File: config.mk
export PLATFORM = sky130hd
export DESIGN_NAME = rmpu_top
export DESIGN_NICKNAME = d
export VERILOG_FILES = /design/src/design/rmpu_pkg.sv /design/src/design/rmpu_top.sv
export SDC_FILE = /design/constraint.sdc
export NUM_CORES = 2
export LEC_CHECK = 0
export ABC_AREA = 1
export BUFFER_PORTS_ARGS = -buffer_cell sky130_fd_sc_hd__clkbuf_2
export CORE_ASPECT_RATIO = 1.1
export CORE_MARGIN = 2
export CORE_UTILIZATION = 49
export DETAILED_ROUTE_END_ITERATION = 10
export PLACE_DENSITY_LB_ADDON = 0.2
export SYNTH_ARGS = -nofsm -noshare
export SYNTH_HDL_FRONTEND = slang
export SYNTH_SLANG_ARGS = --single-unit
File: constraint.sdc
create_clock -name clk -period 23.2 [get_ports clk]
set_clock_uncertainty 0.2 [all_clocks]
set_input_delay 2.32 -clock clk [delete_from_list [all_inputs] [get_ports clk]]
set_output_delay 2.32 -clock clk [all_outputs]
set_load 0.1 [all_outputs]
File: src/design/rmpu_pkg.sv
// package for the region memory protection unit
// assumes an axi4-lite register bus with 32-bit data
package rmpu_pkg;
  localparam int unsigned NUM_REGIONS = 8;
  localparam logic [11:0] PROT_BASE_OFF = 12'h000;
  localparam logic [11:0] CACHE_BASE_OFF = 12'h040;
  localparam logic [11:0] CTRL_OFF = 12'h080;
  localparam logic [11:0] STATUS_OFF = 12'h084;
  localparam int unsigned BASE_LSB = 10;
  localparam int unsigned PERM_RD_POS = 7;
  localparam int unsigned PERM_WR_POS = 6;
  localparam int unsigned CACHE_FLAG_POS = 6;
  localparam int unsigned SIZE_LSB = 1;
  localparam int unsigned EN_POS = 0;
  localparam logic [31:0] PROT_MASK = 32'hffff_fcff;
  localparam logic [31:0] CACHE_MASK = 32'hffff_fc7f;
  localparam logic [31:0] PROT_RESET = 32'h0000_00c0;
  localparam logic [31:0] CACHE_RESET = 32'h0000_0000;
  localparam logic [4:0] SIZE_MAX = 5'h0e;
  localparam int unsigned CTRL_PROT_POS = 1;
  localparam int unsigned CTRL_CACHE_POS = 0;
  localparam logic [3:0] BLK_FREE_LO = 4'h5;
  localparam logic [3:0] BLK_FREE_HI = 4'h9;
  localparam logic [3:0] BLK_TCM = 4'ha;
  localparam logic [3:0] BLK_CACHE_HI = 4'h3;
  localparam logic [1:0] RESP_OKAY = 2'b00;
  localparam logic [1:0] RESP_SLVERR = 2'b10;
endpackage : rmpu_pkg

File: src/design/rmpu_top.sv
// region memory protection and cacheability unit with axi4-lite registers
// assumes a processor access port on the same clock, one access per cycle
// What this block does
// RULE1 - a forbidden access is blocked and an abort goes to the processor
// RULE2 - eight programmable protection regions, each with read and write permission
// RULE3 - eight programmable cacheable regions, each cacheable or not
// RULE4 - address space split in sixteen 256MB blocks by the top four bits
// RULE5 - blocks five to nine always get full read and write
// RULE6 - blocks zero to four and ten use the protection regions
// RULE7 - with the protection check enabled, any access to blocks eleven to fifteen aborts
// RULE8 - block four and above non-cacheable; blocks zero to three use regions
// RULE9 - unmatched address in a protected block gets full read and write
// RULE10 - unmatched address in blocks zero to three is uncacheable
// RULE11 - software keeps enabled regions of one kind from overlapping
// RULE12 - software places protection regions only in blocks zero to four and ten
// RULE13 - software places cacheable regions only in blocks zero to three
// RULE14 - protection register: base 31:10, zeros 9:8, perm 7:6, size 5:1, enable 0
// RULE15 - cacheable register: base 31:10, zeros 9:7, flag 6, size 5:1, enable 0
// RULE16 - size code gives 1KB shifted by code, base bits 31 down to 10+code; codes above 14 act as 14 (16MB)
// RULE17 - software aligns each base to a multiple of the region size
// RULE18 - permission upper bit grants read, lower bit grants write
// RULE19 - software should use permission codes 00, 10 or 01
// RULE20 - cacheable flag one marks cacheable, zero uncacheable
// RULE21 - protection and cacheable regions are evaluated independently; an aborted access reports non-cacheable
// RULE22 - cacheable access reports group of regions zero to three or four to seven
// RULE23 - protection check disabled means no restriction and no abort
// RULE24 - cacheability check disabled means everything non-cacheable
// RULE25 - a region matches only when enabled and upper address bits equal base
// RULE26 - abort for read needs read bit clear, for write needs write bit clear
`timescale 1ns/1ns
module rmpu_top #(
  parameter int unsigned NUM_REGIONS = rmpu_pkg::NUM_REGIONS
) (
  input  wire logic        clk,
  input  wire logic        rst,
  input  wire logic [11:0] s_axi_awaddr,
  input  wire logic        s_axi_awvalid,
  output logic             s_axi_awready,
  input  wire logic [31:0] s_axi_wdata,
  input  wire logic [3:0]  s_axi_wstrb,
  input  wire logic        s_axi_wvalid,
  output logic             s_axi_wready,
  output logic [1:0]       s_axi_bresp,
  output logic             s_axi_bvalid,
  input  wire logic        s_axi_bready,
  input  wire logic [11:0] s_axi_araddr,
  input  wire logic        s_axi_arvalid,
  output logic             s_axi_arready,
  output logic [31:0]      s_axi_rdata,
  output logic [1:0]       s_axi_rresp,
  output logic             s_axi_rvalid,
  input  wire logic        s_axi_rready,
  input  wire logic        acc_valid,
  input  wire logic [31:0] acc_addr,
  input  wire logic        acc_write,
  output logic             acc_done,
  output logic             acc_abort,
  output logic             acc_cacheable,
  output logic             acc_cache_hi_group
);
  initial begin
    if (NUM_REGIONS != 8) $error("rmpu_top supports exactly eight regions per kind");
  end

  logic [31:0] prot_r [NUM_REGIONS];
  logic [31:0] cache_r [NUM_REGIONS];
  logic        prot_en_r;
  logic        cache_en_r;
  logic [31:0] abort_cnt_r;

  // region match on enable and the base bits above the size
  function automatic logic reg_match(input logic [31:0] cfg, input logic [31:0] addr);
    logic [4:0]  sz;
    logic [31:0] msk;
    sz = cfg[5:1];
    if (sz > rmpu_pkg::SIZE_MAX) sz = rmpu_pkg::SIZE_MAX;
    msk = 32'hffff_fc00 << sz; // RULE16
    return cfg[rmpu_pkg::EN_POS] && ((addr & msk) == (cfg & msk)); // RULE25
  endfunction : reg_match

  // access decode
  wire [3:0] blk = acc_addr[31:28]; // RULE4
  wire blk_free = (blk >= rmpu_pkg::BLK_FREE_LO) && (blk <= rmpu_pkg::BLK_FREE_HI); // RULE5
  wire blk_dead = blk > rmpu_pkg::BLK_TCM; // RULE7
  wire blk_prot = !blk_free && !blk_dead; // RULE6
  wire blk_cach = blk <= rmpu_pkg::BLK_CACHE_HI; // RULE8

  logic [NUM_REGIONS-1:0] p_hit;
  logic [NUM_REGIONS-1:0] c_hit;
  logic [NUM_REGIONS-1:0] p_deny;
  logic [NUM_REGIONS-1:0] c_flag;
  always_comb begin
    for (int i = 0; i < NUM_REGIONS; i++) begin
      p_hit[i] = reg_match(prot_r[i], acc_addr); // RULE2
      c_hit[i] = reg_match(cache_r[i], acc_addr); // RULE3
      // RULE18 RULE26
      p_deny[i] = acc_write ? !prot_r[i][rmpu_pkg::PERM_WR_POS] :
                              !prot_r[i][rmpu_pkg::PERM_RD_POS];
      c_flag[i] = cache_r[i][rmpu_pkg::CACHE_FLAG_POS]; // RULE20
    end
  end

  // unmatched protected address denies nothing
  wire region_deny = |(p_hit & p_deny); // RULE9
  wire deny = prot_en_r && (blk_dead || (blk_prot && region_deny)); // RULE1 RULE23
  // groups evaluated apart from protection
  wire c_lo = |(c_hit[3:0] & c_flag[3:0]); // RULE21
  wire c_hi = |(c_hit[7:4] & c_flag[7:4]);
  wire cachable = cache_en_r && blk_cach && (c_lo || c_hi); // RULE10 RULE24

  always_ff @(posedge clk or posedge rst) begin
    if (rst) begin
      acc_done <= 1'b0;
      acc_abort <= 1'b0;
      acc_cacheable <= 1'b0;
      acc_cache_hi_group <= 1'b0;
    end else begin
      acc_done <= acc_valid;
      acc_abort <= acc_valid && deny; // RULE1
      acc_cacheable <= acc_valid && cachable && !deny;
      acc_cache_hi_group <= acc_valid && cachable && !deny && c_hi; // RULE22
    end
  end

  // axi4-lite write path
  logic        aw_held_r;
  logic        w_held_r;
  logic [11:0] awaddr_r;
  logic [31:0] wdata_r;
  logic [3:0]  wstrb_r;
  wire aw_take = s_axi_awvalid && s_axi_awready;
  wire w_take = s_axi_wvalid && s_axi_wready;
  wire wr_fire = aw_held_r && w_held_r && !s_axi_bvalid;
  wire [11:0] wa = awaddr_r;
  wire [31:0] wmask = {{8{wstrb_r[3]}}, {8{wstrb_r[2]}}, {8{wstrb_r[1]}}, {8{wstrb_r[0]}}};
  wire wr_prot = (wa[11:5] == rmpu_pkg::PROT_BASE_OFF[11:5]) && (wa[1:0] == 2'b00);
  wire wr_cach = (wa[11:5] == rmpu_pkg::CACHE_BASE_OFF[11:5]) && (wa[1:0] == 2'b00);
  wire wr_ctrl = wa == rmpu_pkg::CTRL_OFF;
  wire wr_stat = wa == rmpu_pkg::STATUS_OFF;
  wire wr_ok = wr_prot || wr_cach || wr_ctrl || wr_stat;
  wire [2:0] widx = wa[4:2];

  always_ff @(posedge clk or posedge rst) begin
    if (rst) begin
      aw_held_r <= 1'b0;
      w_held_r <= 1'b0;
      awaddr_r <= 12'h000;
      wdata_r <= 32'h0000_0000;
      wstrb_r <= 4'h0;
    end else begin
      if (aw_take) awaddr_r <= s_axi_awaddr;
      if (w_take) wdata_r <= s_axi_wdata;
      if (w_take) wstrb_r <= s_axi_wstrb;
      aw_held_r <= wr_fire ? 1'b0 : (aw_held_r || aw_take);
      w_held_r <= wr_fire ? 1'b0 : (w_held_r || w_take);
    end
  end

  always_ff @(posedge clk or posedge rst) begin
    if (rst) begin
      s_axi_awready <= 1'b0;
      s_axi_wready <= 1'b0;
      s_axi_bvalid <= 1'b0;
      s_axi_bresp <= rmpu_pkg::RESP_OKAY;
    end else begin
      s_axi_awready <= !aw_held_r && !aw_take && !s_axi_bvalid;
      s_axi_wready <= !w_held_r && !w_take && !s_axi_bvalid;
      if (wr_fire) begin
        s_axi_bvalid <= 1'b1;
        s_axi_bresp <= wr_ok ? rmpu_pkg::RESP_OKAY : rmpu_pkg::RESP_SLVERR;
      end else if (s_axi_bready) begin
        s_axi_bvalid <= 1'b0;
      end
    end
  end

  // register storage with reserved zero bits
  always_ff @(posedge clk or posedge rst) begin
    if (rst) begin
      for (int i = 0; i < NUM_REGIONS; i++) begin
        prot_r[i] <= rmpu_pkg::PROT_RESET;
        cache_r[i] <= rmpu_pkg::CACHE_RESET;
      end
      prot_en_r <= 1'b0;
      cache_en_r <= 1'b0;
    end else if (wr_fire) begin
      // RULE14
      if (wr_prot) prot_r[widx] <= ((prot_r[widx] & ~wmask) | (wdata_r & wmask))
                                   & rmpu_pkg::PROT_MASK;
      // RULE15
      if (wr_cach) cache_r[widx] <= ((cache_r[widx] & ~wmask) | (wdata_r & wmask))
                                    & rmpu_pkg::CACHE_MASK;
      if (wr_ctrl && wstrb_r[0]) begin
        prot_en_r <= wdata_r[rmpu_pkg::CTRL_PROT_POS];
        cache_en_r <= wdata_r[rmpu_pkg::CTRL_CACHE_POS];
      end
    end
  end

  // abort counter, write clears, an abort in the same cycle as the clear leaves a count of one
  wire abort_evt = acc_valid && deny;
  always_ff @(posedge clk or posedge rst) begin
    if (rst) begin
      abort_cnt_r <= 32'h0000_0000;
    end else if (abort_evt) begin
      abort_cnt_r <= (wr_fire && wr_stat) ? 32'h0000_0001 : abort_cnt_r + 32'h0000_0001;
    end else if (wr_fire && wr_stat) begin
      abort_cnt_r <= 32'h0000_0000;
    end
  end

  // axi4-lite read path
  wire [11:0] ra = s_axi_araddr;
  wire rd_prot = (ra[11:5] == rmpu_pkg::PROT_BASE_OFF[11:5]) && (ra[1:0] == 2'b00);
  wire rd_cach = (ra[11:5] == rmpu_pkg::CACHE_BASE_OFF[11:5]) && (ra[1:0] == 2'b00);
  wire rd_ctrl = ra == rmpu_pkg::CTRL_OFF;
  wire rd_stat = ra == rmpu_pkg::STATUS_OFF;
  wire [2:0] ridx = ra[4:2];
  wire [31:0] ctrl_word = {30'h0000_0000, prot_en_r, cache_en_r};
  wire [31:0] rd_word = rd_prot ? prot_r[ridx] :
                        rd_cach ? cache_r[ridx] :
                        rd_ctrl ? ctrl_word :
                        rd_stat ? abort_cnt_r : 32'h0000_0000;
  wire rd_ok = rd_prot || rd_cach || rd_ctrl || rd_stat;
  wire ar_take = s_axi_arvalid && s_axi_arready;

  always_ff @(posedge clk or posedge rst) begin
    if (rst) begin
      s_axi_arready <= 1'b0;
      s_axi_rvalid <= 1'b0;
      s_axi_rdata <= 32'h0000_0000;
      s_axi_rresp <= rmpu_pkg::RESP_OKAY;
    end else begin
      s_axi_arready <= !s_axi_rvalid && !ar_take;
      if (ar_take) begin
        s_axi_rvalid <= 1'b1;
        s_axi_rdata <= rd_word;
        s_axi_rresp <= rd_ok ? rmpu_pkg::RESP_OKAY : rmpu_pkg::RESP_SLVERR;
      end else if (s_axi_rready) begin
        s_axi_rvalid <= 1'b0;
      end
    end
  end

  // checks
  property p_dead_block;
    @(posedge clk) disable iff (rst)
      (acc_valid && prot_en_r && acc_addr[31:28] > 4'ha) |=> acc_abort;
  endproperty
  a_dead_block: assert property (p_dead_block) else $error("high block not aborted"); // RULE7

  property p_free_block;
    @(posedge clk) disable iff (rst)
      (acc_valid && acc_addr[31:28] inside {[4'h5:4'h9]}) |=> !acc_abort;
  endproperty
  a_free_block: assert property (p_free_block) else $error("free block aborted"); // RULE5

  property p_prot_off;
    @(posedge clk) disable iff (rst) !$past(prot_en_r) |-> !acc_abort;
  endproperty
  a_prot_off: assert property (p_prot_off) else $error("abort with check off"); // RULE23

  property p_cache_off;
    @(posedge clk) disable iff (rst) !$past(cache_en_r) |-> !acc_cacheable;
  endproperty
  a_cache_off: assert property (p_cache_off) else $error("cacheable with check off"); // RULE24

  property p_high_uncached;
    @(posedge clk) disable iff (rst) (acc_valid && acc_addr[31:28] > 4'h3) |=> !acc_cacheable;
  endproperty
  a_high_uncached: assert property (p_high_uncached) else $error("block four up cached"); // RULE8

  property p_abort_done;
    @(posedge clk) disable iff (rst) acc_abort |-> acc_done && !acc_cacheable;
  endproperty
  a_abort_done: assert property (p_abort_done) else $error("abort without access"); // RULE1

  property p_group;
    @(posedge clk) disable iff (rst) acc_cache_hi_group |-> acc_cacheable;
  endproperty
  a_group: assert property (p_group) else $error("group flag without cacheable"); // RULE22

  property p_unmatched;
    @(posedge clk) disable iff (rst)
      (acc_valid && p_hit == '0 && acc_addr[31:28] <= 4'ha) |=> !acc_abort;
  endproperty
  a_unmatched: assert property (p_unmatched) else $error("unmatched address aborted"); // RULE9

  property p_bresp;
    @(posedge clk) disable iff (rst) wr_fire |=> s_axi_bvalid;
  endproperty
  a_bresp: assert property (p_bresp) else $error("write not answered"); // RULE14

  c_abort: cover property (@(posedge clk) disable iff (rst) acc_abort);
  c_cached_lo: cover property (@(posedge clk) disable iff (rst)
    acc_cacheable && !acc_cache_hi_group);
  c_cached_hi: cover property (@(posedge clk) disable iff (rst) acc_cache_hi_group);
endmodule : rmpu_top

==> reports/metrics.yaml <==
synthesis:
  synth.most_common_cell: "nand2_1"
  synth_cell_type_count: 58
  synth_top_area_share: 0.3863
  avgSynthCellArea_um2: 7.246
  synthArstFlopShare: 1.000
  syn_area_um2: 37640
  ys_warn_count: 0
  synth_top_area_cell: "dfrtp_1"
  synth_flop_cell: "dfrtp_1"
  yosys-top-cells-count: "nand2_1, o21ai_0, dfrtp_1"
  synthTopCellsByArea: "dfrtp_1, nand2_1, o21ai_0, inv_1, o221ai_1"
  ys_ff_latch: 597
  synthCells: 5195
  ys_seq_area_frac: 0.3974
  synth_edf_count: 0
sta:
  finalSetupTns_ns: 0
  finalSetupViolations: 0
  period_share: 0.2596
  slew_headroom: 0.1087
  worst_pin_slew_ns: 1.337
  rsz0062_at_grt: "false"
  fin_crit_ns: 6.022
  hold_viol: 0
  whs_ns: 0.2301
  max_freq_mhz: 166.0
  slew_violations: 0
power:
  leakagePower_uw: 0.01756
  ir_drop_uv: 95.70
  clockPowerShare: 0.288
  pwr-share-comb: 0.390
  cellInternalPower_uw: 2154
  p_seq_frac: 0.322
  powerDensity_nw_per_um2: 98.89
  switching_share: 0.4671
  p_switching_uw: 1888
worst_setup_path:
  cp.depth: 7
  cp_slowest_stage_delay_ns: 1.06
  r2r-start: "awaddr_r[2]"
  path_cells: "buf_4 -> inv_4 -> nand2_4 -> buf_4 -> o221ai_1 -> o221ai_1 -> a31oi_1"
  reg2reg_slack_ns: 17.64
  cp.arrival_ns: 6.27
  crit_start: "s_axi_araddr[2]"
  cp_num_buf_inv: 3
  crit_slowest_cell: "o221ai_1"
  endpoint: "s_axi_rdata[7]"
  crit_required_ns: 23.45
  startpoint_type: "primary input"
  path_max_fanout: 47
  crit_family: "buffers and inverters"
  reg2reg_to: "cache_r[33]"
  crit_type: "primary input to register"
  critPathCaptureType: "register"
  r2r_cells: 8
finish:
  syn2layout_area_growth_pct: 8.596
  nets: 5215
  fillers: 7497
  finalInstanceArea_um2: 40880
  fin_util: 0.5379
  drive_gt1_frac: 0.08343
drt:
  vias: 39950
  vias_per_cell: 6.443
  wl_met3_mm: 23.63
  route.met2.wl_mm: 70.68
  ant_nets: 0
  drt-wirelength-per-cell_um: 27.64
  wl_met1_mm: 63.22
  drc: 0
  drt_wl_total_mm: 171.4
  drt_iter0_drc: 6629
  drtPass1Iterations: 7
  highest_layer: "met5"
grt:
  gr-total-overflow: 0
  antenna_found_initial: 14
  grt_pass1_wl_mm: 247.6
  grt_max_degree: 111
  grt_use_total: 0.4295
  grt_pass1_vias: 36680
min_path:
  hold_class: "register to register"
clock_network:
  numCtsBuffers: 69
  post_cts_resized: 0
  cts_tree: "built"
  htree_levels: 3
  cts_buffer_depth: 3
  clkTransAtPathRegs_ns: 0.06
  clockRootBuffer: "clkbuf_16"
  holdBufCountCts: 0
  post_cts_buffers: 0
  clock_sinks: 597
  worstSkewPairLatency_ns: 0.65
status:
  outcome: "finished clean"
run:
  max_cap_viol_count: 0
floorplanning:
  core_um2: 76000
  io_pins: 146
  rows: 106
  die_y_um: 294.7
  initial_utilization: 0.4953
  die_w_um: 268.3
  die-area_um2: 79060
place:
  gp_congestion: 1.088
  dpl_cell_area_um2: 38530
  hpwl_mm: 115.3
  port_buffers: 131
-- cell families (layout without fill, tap and decap cells) --
family | after synthesis | count (layout) | synth area share
xor gates and xnor gates | 170 | 170 | 0.03956
other | 1 | 11 | 0.00009963
DFF | 597 | 597 | 0.3974
and+or+nand+nor | 1805 | 1805 | 0.1975
buffers and inverters | 943 | 913 | 0.1027
AOI/OAI and AO/OA | 1678 | 1678 | 0.2624
adders and majority gates | 1 | 1 | 0.0003323
-- final cells by class --
| class | instances | area, µm² | area share |
|---|---|---|---|
| Sequential cell | 597 | 14970 | 0.3661 |
| Antenna cell | 9 | 22.52 | 0.0005510 |
| Clock buffer | 97 | 1976 | 0.04833 |
| Multi-Input combinational cell | 3656 | 18890 | 0.4622 |
| Tap cell | 1026 | 1284 | 0.03140 |
| Inverter | 595 | 2261 | 0.05531 |
| Clock inverter | 27 | 344.1 | 0.008418 |
| Timing Repair Buffer | 194 | 1131 | 0.02767 |
-- registers in the layout, summed over array words and instances (netlist names), 4 cells and up --
register and count:
abort_cnt_r 32, awaddr_r 12, c_flag 8, cache_r 224
prot_r 240, s_axi_rdata 32, wdata_r 30, wstrb_r 4
-- how the worst min path moves through the flow --
stage | slack (ns) | cells after the start | from | to
after global placement | 0.22 | 1 | s_axi_rvalid | s_axi_arready
after CTS | 0.23 | 1 | s_axi_rvalid | s_axi_arready
after detailed placement | 0.23 | 1 | s_axi_rvalid | s_axi_arready
final | 0.23 | 1 | s_axi_rvalid | s_axi_arready
after floorplan | 0.23 | 1 | aw_held_r | s_axi_awready
after global routing | 0.26 | 1 | s_axi_rvalid | s_axi_arready
-- metrics by stage --
| step | setup WS [ns] | instances | power [µW] |
|---|---|---|---|
| after floorplan | 3.997 | 5196 | 2257 |
| after global placement | 16.93 | 6068 | 2797 |
| after detailed placement | 16.92 | 6068 | 2811 |
| after CTS | 17.59 | 6192 | 3960 |
| after global routing | 17.37 | 6194 | 4160 |
| final | 17.18 | 6201 | 4042 |
-- layout by cell type (no fill, tap or decap), types with 38 or more instances in the layout --
cell type / n
o21ai_0: 890
a21oi_1: 281
clkbuf_16: 72
dfrtp_1: 577
o21ai_1: 46
o221ai_1: 215
nand2_1: 1206
clkbuf_2: 130
xor2_1: 103
xnor2_1: 67
inv_1: 566
buf_4: 64
o22ai_1: 48
o211ai_1: 77
nand3_1: 96
nor2_1: 348
o2111ai_1: 38
-- worst reg2reg max path: stages, from the launching register on --
cell	delay (ns)
dfrtp_4	0.76
nor2_4	1.12
clkinv_2	1.33
buf_4	0.75
o2111ai_1	0.54
o211ai_1	0.15
o21ai_1	0.15
inv_1	0.23
o21ai_0	0.22
-- power by group through the flow --
| stage | clock network, µW | logic, µW | registers [µW] |
|---|---|---|---|
| finish | 1160 | 1580 | 1300 |
| global route | 1210 | 1640 | 1310 |
| CTS | 1160 | 1500 | 1290 |
| detailed placement | 0 | 1500 | 1310 |
| global placement | 0 | 1490 | 1310 |
| floorplan | 0 | 811 | 1450 |
-- routing by layer --
layer / global-route usage / up-vias
met4: 0.2919 / 8
li1: - / 17370
met5: 0 / -
met2: 0.6100 / 2938
met1: 0.5541 / 18910
met3: 0.1385 / 727
(Power assumes the default switching activity.)
